## config.mk

```make
export PLATFORM = sky130hd
export DESIGN_NAME = pcrc_top
export DESIGN_NICKNAME = d
export VERILOG_FILES = /design/src/shared/pcrc_pkg.sv /design/src/hw/pcrc_top.sv
export VERILOG_INCLUDE_DIRS = /design/src /design/src/shared
export SDC_FILE = /design/constraint.sdc
export NUM_CORES = 1
export LEC_CHECK = 0
export BUFFER_PORTS_ARGS = -buffer_cell sky130_fd_sc_hd__clkbuf_2
export CELL_PAD_IN_SITES_DETAIL_PLACEMENT = 2
export CELL_PAD_IN_SITES_GLOBAL_PLACEMENT = 2
export CORE_MARGIN = 2
export CORE_UTILIZATION = 46
export CTS_BUF_LIST = sky130_fd_sc_hd__clkbuf_4
export DETAILED_ROUTE_END_ITERATION = 10
export HOLD_SLACK_MARGIN = 0.05
export PLACE_DENSITY = 0.82
export SYNTH_ARGS = -nofsm -noshare
export SYNTH_HDL_FRONTEND = slang
export SYNTH_SLANG_ARGS = --single-unit
```

## constraint.sdc

```tcl
create_clock -name core_clk -period 6.45 [get_ports core_clk]
set_input_delay 0.3225 -clock core_clk [delete_from_list [all_inputs] [get_ports core_clk]]
set_output_delay 0.3225 -clock core_clk [all_outputs]
set_load 0.01 [all_outputs]
```

## src/shared/pcrc_regs.svh

```systemverilog
// pcrc register offsets, field positions and constants
`ifndef PCRC_REGS_SVH
`define PCRC_REGS_SVH

// register word offsets on the register port
`define PCRC_A_CON1   4'h0
`define PCRC_A_CON2   4'h1
`define PCRC_A_XORL   4'h2
`define PCRC_A_XORH   4'h3
`define PCRC_A_DATL   4'h4
`define PCRC_A_DATH   4'h5
`define PCRC_A_WDATL  4'h6
`define PCRC_A_WDATH  4'h7

// crc_control_one fields
`define PCRC_B_EN     15
`define PCRC_B_SIDL   13
`define PCRC_B_CNT_HI 12
`define PCRC_B_CNT_LO 8
`define PCRC_B_FUL    7
`define PCRC_B_MPT    6
`define PCRC_B_ISEL   5
`define PCRC_B_GO     4
`define PCRC_B_LEND   3

// crc_control_two fields
`define PCRC_B_DW_HI  12
`define PCRC_B_DW_LO  8
`define PCRC_B_PL_HI  4
`define PCRC_B_PL_LO  0

// fifo depths and width thresholds (width setting = bits - 1)
`define PCRC_DEPTH_S  5'h04
`define PCRC_DEPTH_M  5'h08
`define PCRC_DEPTH_L  5'h10
`define PCRC_DW_BIG   5'h10
`define PCRC_DW_MID   5'h08
`define PCRC_DW_HALF  5'h10

// engine constants
`define PCRC_TOP      5'h1f
`define PCRC_ONES     32'hffffffff
`define PCRC_X0       32'h00000001
`define PCRC_X0_CLR   32'hfffffffe
`define PCRC_ONE6     6'h01
`define PCRC_STEP     6'h02
`define PCRC_CNT_ONE  5'h01
`define PCRC_W32_CYC  5'h10

`endif

```

## src/shared/pcrc_pkg.sv

```systemverilog
// pcrc shared types
package pcrc_pkg;

	// one register port request
	typedef struct packed {
		logic [3:0]  addr;
		logic [15:0] wdata;
		logic        wr;
		logic        rd;
	} pcrc_req_s;

	// shift engine state
	typedef enum logic {
		ENG_IDLE  = 1'b0,
		ENG_SHIFT = 1'b1
	} pcrc_eng_e;

endpackage

```

## src/hw/pcrc_top.sv

```systemverilog
// pcrc_top: programmable crc generator with input fifo and register port
`include "pcrc_regs.svh"
//==============================================================
module pcrc_top (
	input  wire logic              core_clk,
	input  wire logic              sys_rst,
	input  wire pcrc_pkg::pcrc_req_s bus_req,
	input  wire logic              cpu_idle,
	output logic [15:0]            rd_data_q,
	output logic                   crc_irq_q
);

	//==============================================================
	// helpers

	// ones in bits top..0
	function automatic logic [31:0] lsb_mask(input logic [4:0] top);
		lsb_mask = `PCRC_ONES >> (`PCRC_TOP - top);
	endfunction

	// fifo depth for a width setting
	function automatic logic [4:0] fifo_depth(input logic [4:0] dw);
		if (dw >= `PCRC_DW_BIG) begin
			fifo_depth = `PCRC_DEPTH_S;
		end else if (dw >= `PCRC_DW_MID) begin
			fifo_depth = `PCRC_DEPTH_M;
		end else begin
			fifo_depth = `PCRC_DEPTH_L;
		end
	endfunction

	// write strobe aimed at one register
	function automatic logic wr_hit(input pcrc_pkg::pcrc_req_s r, input logic [3:0] a);
		wr_hit = r.wr && (r.addr == a);
	endfunction

	// one serial lfsr step, top bit index n
	function automatic logic [31:0] crc_step(
		input logic [31:0] c,
		input logic        d,
		input logic [31:0] p,
		input logic [4:0]  n
	);
		logic fb;
		fb = d ^ c[n];
		crc_step = ((c << 1) ^ ({32{fb}} & (p | `PCRC_X0))) & lsb_mask(n);
	endfunction

	// move the shift buffer by one bit
	function automatic logic [31:0] buf_shift(input logic [31:0] b, input logic lend);
		buf_shift = lend ? (b >> 1) : (b << 1);
	endfunction

	// bit presented to the engine
	function automatic logic buf_bit(input logic [31:0] b, input logic lend);
		buf_bit = lend ? b[0] : b[31];
	endfunction

	//==============================================================
	// state

	logic                en_q, en_d, sidl_q, sidl_d;
	logic                isel_q, isel_d, go_q, go_d, lend_q, lend_d;
	logic [4:0]          dw_q, dw_d, pl_q, pl_d;
	logic [31:0]         poly_q, poly_d;
	logic [15:0]         datl_q, datl_d, dath_q, dath_d;
	logic [31:0]         mem [16];
	logic [3:0]          wp_q, wp_d, rp_q, rp_d;
	logic [4:0]          cnt_q, cnt_d;
	pcrc_pkg::pcrc_eng_e eng_q, eng_d;
	logic [31:0]         sbuf_q, sbuf_d, res_q, res_d;
	logic [5:0]          left_q, left_d;
	logic [4:0]          wrun_q, wrun_d;
	logic                wide_q, wide_d;
	logic                irq_d;
	logic [15:0]         rdata_d;

	logic                wr_c1, run, full, empty;
	logic                push_lo, push_hi, push_req, push, pop, hw_done;
	logic [31:0]         push_word, s1, s2, c1, c2;

	//==============================================================
	// decode and fifo status

	assign wr_c1     = wr_hit(bus_req, `PCRC_A_CON1);
	assign run       = en_q && !(sidl_q && cpu_idle);
	assign full      = (cnt_q == fifo_depth(dw_q));
	assign empty     = (cnt_q == '0);
	assign push_lo   = wr_hit(bus_req, `PCRC_A_DATL) && (dw_q < `PCRC_DW_HALF);
	assign push_hi   = wr_hit(bus_req, `PCRC_A_DATH) && (dw_q >= `PCRC_DW_HALF);
	assign push_req  = en_q && (push_lo || push_hi);
	assign push      = push_req && !full;
	assign pop       = run && go_q && (eng_q == pcrc_pkg::ENG_IDLE) && !empty;
	assign hw_done   = run && go_q && (eng_q == pcrc_pkg::ENG_IDLE) && empty;
	assign push_word = (push_hi ? {bus_req.wdata, datl_q} : {16'h0000, bus_req.wdata})
		& lsb_mask(dw_q);

	//==============================================================
	// control and configuration registers

	// next control values; software write wins over the hardware clear
	always_comb begin
		en_d   = en_q;
		sidl_d = sidl_q;
		isel_d = isel_q;
		go_d   = go_q;
		lend_d = lend_q;
		dw_d   = dw_q;
		pl_d   = pl_q;
		poly_d = poly_q;
		if (wr_c1) begin
			en_d   = bus_req.wdata[`PCRC_B_EN];
			sidl_d = bus_req.wdata[`PCRC_B_SIDL];
			isel_d = bus_req.wdata[`PCRC_B_ISEL];
			go_d   = bus_req.wdata[`PCRC_B_GO];
			lend_d = bus_req.wdata[`PCRC_B_LEND];
		end else if (hw_done) begin
			go_d = 1'b0;
		end
		if (wr_hit(bus_req, `PCRC_A_CON2)) begin
			dw_d = bus_req.wdata[`PCRC_B_DW_HI:`PCRC_B_DW_LO];
			pl_d = bus_req.wdata[`PCRC_B_PL_HI:`PCRC_B_PL_LO];
		end
		if (wr_hit(bus_req, `PCRC_A_XORL)) begin
			poly_d[15:0] = 16'(bus_req.wdata & `PCRC_X0_CLR);
		end
		if (wr_hit(bus_req, `PCRC_A_XORH)) begin
			poly_d[31:16] = bus_req.wdata;
		end
	end

	// control registers keep their value while disabled
	always_ff @(posedge core_clk) begin
		if (sys_rst) begin
			en_q   <= 1'b0;
			sidl_q <= 1'b0;
			isel_q <= 1'b0;
			go_q   <= 1'b0;
			lend_q <= 1'b0;
			dw_q   <= '0;
			pl_q   <= '0;
			poly_q <= '0;
		end else begin
			en_q   <= en_d;
			sidl_q <= sidl_d;
			isel_q <= isel_d;
			go_q   <= go_d;
			lend_q <= lend_d;
			dw_q   <= dw_d;
			pl_q   <= pl_d;
			poly_q <= poly_d;
		end
	end

	//==============================================================
	// input data registers and fifo

	// pointers and count; disable empties the fifo
	always_comb begin
		datl_d = datl_q;
		dath_d = dath_q;
		wp_d   = wp_q;
		rp_d   = rp_q;
		cnt_d  = cnt_q;
		if (!en_q) begin
			datl_d = '0;
			dath_d = '0;
			wp_d   = '0;
			rp_d   = '0;
			cnt_d  = '0;
		end else begin
			if (wr_hit(bus_req, `PCRC_A_DATL)) begin
				datl_d = bus_req.wdata;
			end
			if (wr_hit(bus_req, `PCRC_A_DATH)) begin
				dath_d = bus_req.wdata;
			end
			if (push) begin
				wp_d = wp_q + 4'h1;
			end
			if (pop) begin
				rp_d = rp_q + 4'h1;
			end
			cnt_d = cnt_q + {4'h0, push} - {4'h0, pop};
		end
	end

	always_ff @(posedge core_clk) begin
		if (sys_rst) begin
			datl_q <= '0;
			dath_q <= '0;
			wp_q   <= '0;
			rp_q   <= '0;
			cnt_q  <= '0;
		end else begin
			datl_q <= datl_d;
			dath_q <= dath_d;
			wp_q   <= wp_d;
			rp_q   <= rp_d;
			cnt_q  <= cnt_d;
		end
	end

	// word storage, no reset needed
	always_ff @(posedge core_clk) begin
		if (push) begin
			mem[wp_q] <= push_word;
		end
	end

	//==============================================================
	// shift engine and result

	// two bits per cycle; a last odd bit takes a single step
	assign s1 = buf_shift(sbuf_q, lend_q);
	assign s2 = buf_shift(s1, lend_q);
	assign c1 = crc_step(res_q, buf_bit(sbuf_q, lend_q), poly_q, pl_q);
	assign c2 = crc_step(c1, buf_bit(s1, lend_q), poly_q, pl_q);

	always_comb begin
		eng_d  = eng_q;
		sbuf_d = sbuf_q;
		left_d = left_q;
		res_d  = res_q;
		irq_d  = 1'b0;
		// run cycles spent on the current word, kept for the timing check
		wide_d = wide_q;
		wrun_d = wrun_q;
		if (!en_q) begin
			eng_d  = pcrc_pkg::ENG_IDLE;
			sbuf_d = '0;
			left_d = '0;
			res_d  = '0;
		end else begin
			if (wr_hit(bus_req, `PCRC_A_WDATL)) begin
				res_d[15:0] = bus_req.wdata;
			end
			if (wr_hit(bus_req, `PCRC_A_WDATH)) begin
				res_d[31:16] = bus_req.wdata;
			end
			unique case (eng_q)
				pcrc_pkg::ENG_IDLE: begin
					if (pop) begin
						// msb-first: align so the word's msb sits at bit 31; lsb-first words stay at bit 0
						sbuf_d = lend_q ? mem[rp_q] : (mem[rp_q] << (`PCRC_TOP - dw_q));
						left_d = {1'b0, dw_q} + `PCRC_ONE6;
						eng_d  = pcrc_pkg::ENG_SHIFT;
						wide_d = (dw_q == `PCRC_TOP);
						wrun_d = '0;
					end
				end
				pcrc_pkg::ENG_SHIFT: begin
					if (run) begin
						wrun_d = wrun_q + `PCRC_CNT_ONE;
						if (left_q >= `PCRC_STEP) begin
							res_d  = c2;
							sbuf_d = s2;
							left_d = left_q - `PCRC_STEP;
						end else begin
							res_d  = c1;
							sbuf_d = s1;
							left_d = '0;
						end
						if (left_q <= `PCRC_STEP) begin
							eng_d = pcrc_pkg::ENG_IDLE;
						end
					end
				end
			endcase
			// interrupt source chosen by select bit
			irq_d = (!isel_q && pop && !push && (cnt_q == `PCRC_CNT_ONE))
				|| (isel_q && hw_done && !wr_c1);
		end
	end

	always_ff @(posedge core_clk) begin
		if (sys_rst) begin
			eng_q     <= pcrc_pkg::ENG_IDLE;
			sbuf_q    <= '0;
			left_q    <= '0;
			res_q     <= '0;
			crc_irq_q <= 1'b0;
			wide_q    <= 1'b0;
			wrun_q    <= '0;
		end else begin
			eng_q     <= eng_d;
			sbuf_q    <= sbuf_d;
			left_q    <= left_d;
			res_q     <= res_d;
			crc_irq_q <= irq_d;
			wide_q    <= wide_d;
			wrun_q    <= wrun_d;
		end
	end

	//==============================================================
	// register readback, data one cycle after the read strobe

	always_comb begin
		rdata_d = '0;
		if (bus_req.rd) begin
			unique case (bus_req.addr)
				`PCRC_A_CON1: begin
					rdata_d[`PCRC_B_EN]                   = en_q;
					rdata_d[`PCRC_B_SIDL]                 = sidl_q;
					rdata_d[`PCRC_B_CNT_HI:`PCRC_B_CNT_LO] = cnt_q;
					rdata_d[`PCRC_B_FUL]                  = full;
					rdata_d[`PCRC_B_MPT]                  = empty;
					rdata_d[`PCRC_B_ISEL]                 = isel_q;
					rdata_d[`PCRC_B_GO]                   = go_q;
					rdata_d[`PCRC_B_LEND]                 = lend_q;
				end
				`PCRC_A_CON2: begin
					rdata_d[`PCRC_B_DW_HI:`PCRC_B_DW_LO] = dw_q;
					rdata_d[`PCRC_B_PL_HI:`PCRC_B_PL_LO] = pl_q;
				end
				`PCRC_A_XORL:  rdata_d = poly_q[15:0];
				`PCRC_A_XORH:  rdata_d = poly_q[31:16];
				`PCRC_A_DATL:  rdata_d = datl_q;
				`PCRC_A_DATH:  rdata_d = dath_q;
				`PCRC_A_WDATL: rdata_d = res_q[15:0];
				`PCRC_A_WDATH: rdata_d = res_q[31:16];
				default:       rdata_d = '0; // unmapped reads zero
			endcase
		end
	end

	always_ff @(posedge core_clk) begin
		if (sys_rst) begin
			rd_data_q <= '0;
		end else begin
			rd_data_q <= rdata_d;
		end
	end
endmodule

```

==> impl_results.md <==
* Initial Util at 46.3%
* Cell Area, Synth at approximately 0.034 sq mm
* Logic pwr share at under 10%
* Setup Skew at 0.107 ns
* Clock power frac at 47.7%
* Register bit total from synthesis at ~700
* HPWL Detailed at between 90000 and 100000 microns
* Worst-path fanout max at 38
* Synthesized instance count at 2756
* Core ar. at 0.0726 sq mm
* Via Count at ~30000
* Synth Area in Adders at 0.693%
* Sw frac at 29.9%
* Largest family of logic cells by synthesized area: multiplexers
* Period minus WS final at around 5.8 ns
* Yosys warnings at 0
* DIE AREA at around 0.075 sq mm
* CP max stage cell: nor3_2
* Syn Nets at around 2800
* Hold WC Path Type: in -> reg
* Async SR Flop Fraction at 0%
* Max-slew violation count at 0
* Setup violators final at 0
* Critical path endpoint category: flop
* Multiplexer share of the synthesized area at 16.2%
* Achievable frequency at about 170 MHz
* EDFF count, synth at 512
* Largest net degree at the start of global routing at between 60 and 70
* Top_reg_cell synth: edfxtp_1
* Placer Congestion at 0.904
* DRC viols at 0
* Compound-Gate Fraction of Synth Area at 10.8%
* Worst Path Arrival at between 6 and 7 ns
* Worst path max stage delay at ~1.2 ns
* Root Buffer: clkbuf_4
* Int Power at approximately 0.0067 W
* Cts bufs inserted at about 180
* Psw at approximately 0.0029 W
* Fin crit share at roughly 90%
* Drt pass-1 iters at 7
* Area grow syn2layout at 12.0%
* Setup bufs post-CTS at 0
* CP Data Required Time at 7.15 ns
* Initial antenna violation count at 18
* Unique masters post-synth at just over 80
* Post-Route WL at 179000 microns
* TNS Setup at 0 ns
* Share of cells above drive strength 1 at a little over a fifth
* First-pass GRT wire length at about 250000 microns
* CTS HTree Levels at 4
* Mapped Avg Cell Area at ~12 sq um
* Leakage at ~12 nW
* Hold WS at 0.296 ns
* GRT Util Overall at 47.8%
* Max Cap Viol at 0
* Starting DRC count in detailed routing at between 5000 and 6000
* Rows at between 90 and 100
* Worst-skew pair later-pin latency at approximately 1.2 ns
* Slew @ Worst Pin at roughly 1.4 ns
* Post-synthesis sequential area ratio at 56.7%
* Clock-pin slew on the worst setup and hold paths at around 0.090 ns
* Port bufs at between 40 and 50
* Via/cell ratio at between 7 and 8
* Most used cell, CP: buf_4
* Ports at 42
* Simple-Gate Fraction of Synth Area at 11.2%
* CP Cell Sequence: buf_4 > inv_1 > nor2_1 > buf_4 > o21ai_0 > nor2_1 > nand2_1 > nor3_2 > buf_4
* Clk sink count at between 600 and 700
* Xor/xnor cell area share of the yosys netlist at under 10%
* Sequential power share at between 40% and 50%
* Worst Setup Path Type: reg -> reg
* RSZ-0062 raised after global routing: false
* Routed WL per cell at 45.0 microns
* Status: finished, final reports clean
* Final Hold Viols at 0
* GRT Residual Overflow at 0
* R2r setup slk at about 0.63 ns
* Vias in the first global route at between 30000 and 40000
* Slew margin rel. at under 10%
* Clock Path Buffers at 3
* Startpoint Class: flop
* Power Density at around 250 mW/mm^2
* CTS tree: done
* Die X-Extent at approximately 270 microns
* Antenna viol nets, final at 0
* Max IR drop VDD at around 0.00020 V
* Nets@finish at around 2900
* Die Ht at around 270 microns
power by group through the flow:
stage | registers, W | logic [W] | clock network, W
floorplan | 0.00484 | 0.000108 | 0
detailed placement | 0.00485 | 0.000191 | 0
finish | 0.00475 | 0.000240 | 0.00455
global placement | 0.00485 | 0.000182 | 0
global route | 0.00475 | 0.000237 | 0.00466
CTS | 0.00475 | 0.000216 | 0.00431
layout by cell type (no fill, tap or decap), drive strengths merged, types with 27 or more instances in the layout:
master       count
nand2          436
a22oi           32
xnor2           33
mux4           190
a21oi          208
buf             79
mux2i           93
dlygate4sd3     32
o21ai          131
edfxtp         512
inv             42
nor3            48
clkinv          58
clkbuf         291
dfxtp          183
nor2           194
a211oi          30
a22o            27
a221oi          28
nand3           41
what timing repair did:
item / in CTS / in global routing
gates resized for setup: 0 / 0
endpoints found under the hold margin: 132 / 0
hold buffers: 32 / 0
layer usage:
metal / up-vias / wire length (microns) / track usage (%)
li1: 10800 / - / -
met1: 15200 / 60500 / 57.7
met2: 3115 / 78300 / 71.1
met3: 996 / 24500 / 17.5
met4: 16 / 15500 / 33.7
met5: - / 120 / 0.321
worst paths after layout:
check,start,endpoint,depth (start not counted)
max,dw_q[4]$_SDFFE_PP0P_,mem[3][8]$_DFFE_PP_,9
min,bus_req[2],dath_q[0]$_SDFFE_PP0P_,4
max reg2reg,dw_q[4]$_SDFFE_PP0P_,mem[3][8]$_DFFE_PP_,9
min reg2reg,dath_q[8]$_SDFFE_PP0P_,dath_q[8]$_SDFFE_PP0P_,2
sequential cells by signal, indices dropped and copies added, names as in the netlist, 4 cells and up, named ones only:
register and cells:
sbuf_q 32, datl_q 16, poly_q 31, rp_q 4, res_q 32, rd_data_q 16, pl_q 5, dw_q 5
dath_q 16, wp_q 4, cnt_q 5, left_q 6, mem 512
critical path: cells and delay by family (launching register included):
family          cells  cell delay (ns)
compound gates      1             0.20
buf+inv             4             1.79
flops               1             0.39
simple gates        4             2.93
cell type report:
| class | instances | area [sq um] |
|---|---|---|
| Fill cell | 6972 | 35000 |
| Clock buffer | 250 | 1880 |
| Antenna cell | 12 | 30.0 |
| Sequential cell | 695 | 19000 |
| Timing Repair Buffer | 152 | 1140 |
| Inverter | 32 | 120 |
| Multi-Input combinational cell | 1804 | 13700 |
| Tap cell | 959 | 1200 |
| Clock inverter | 70 | 443 |
logic make-up (layout without fill, tap and decap cells):
logic type	after synthesis	count (layout)
AO/OA/AOI/OAI	575	575
XOR/XNOR	49	49
adder cells (fa/ha/maj)	18	18
buffers and inverters	257	504
flip-flops	695	695
multiplexers	304	304
other	0	12
AND/OR/NAND/NOR	858	858
Yosys cell counts, drive strengths merged (5+ instances only):
library cell	n	area share [%]
xnor2	33	0.88
nor4	9	0.19
a31oi	21	0.39
nor3	48	0.72
or3	14	0.26
nor3b	17	0.38
nand4	6	0.11
o31ai	5	0.11
a222oi	9	0.27
dfxtp	183	11
or2	5	0.093
a22oi	32	0.72
o21ai	131	2.0
a221o	6	0.18
edfxtp	512	46
nand2	436	4.9
and2	18	0.34
a21o	6	0.13
nand3	41	0.61
nand4b	6	0.16
mux2i	93	2.8
a22o	27	0.70
inv	31	0.35
a21oi	208	3.1
o311ai	5	0.13
buf	47	0.74
nand2b	17	0.32
a221oi	28	0.73
nor2b	17	0.32
a311oi	8	0.21
nor2	194	2.2
o211ai	24	0.54
a211oi	30	0.67
mux2	21	0.70
and3	19	0.35
xor2	16	0.42
a2111oi	5	0.17
clkbuf	178	2.0
ha	17	0.63
mux4	190	13
stage by stage:
step	worst slack, ns	area (sq um)	instances	power [W]	utilization, %
2_1_floorplan	1.50	33600	2756	0.00495	-
3_3_place_gp	1.13	34900	3610	0.00503	48.1
3_5_place_dp	0.950	34900	3610	0.00504	48.1
4_1_cts	0.819	37600	3962	0.00927	51.7
5_1_grt	0.454	37600	3966	0.00965	51.8
6_report	0.631	37600	3974	0.00954	51.8
Note: power is estimated with default switching activity, not from simulation.
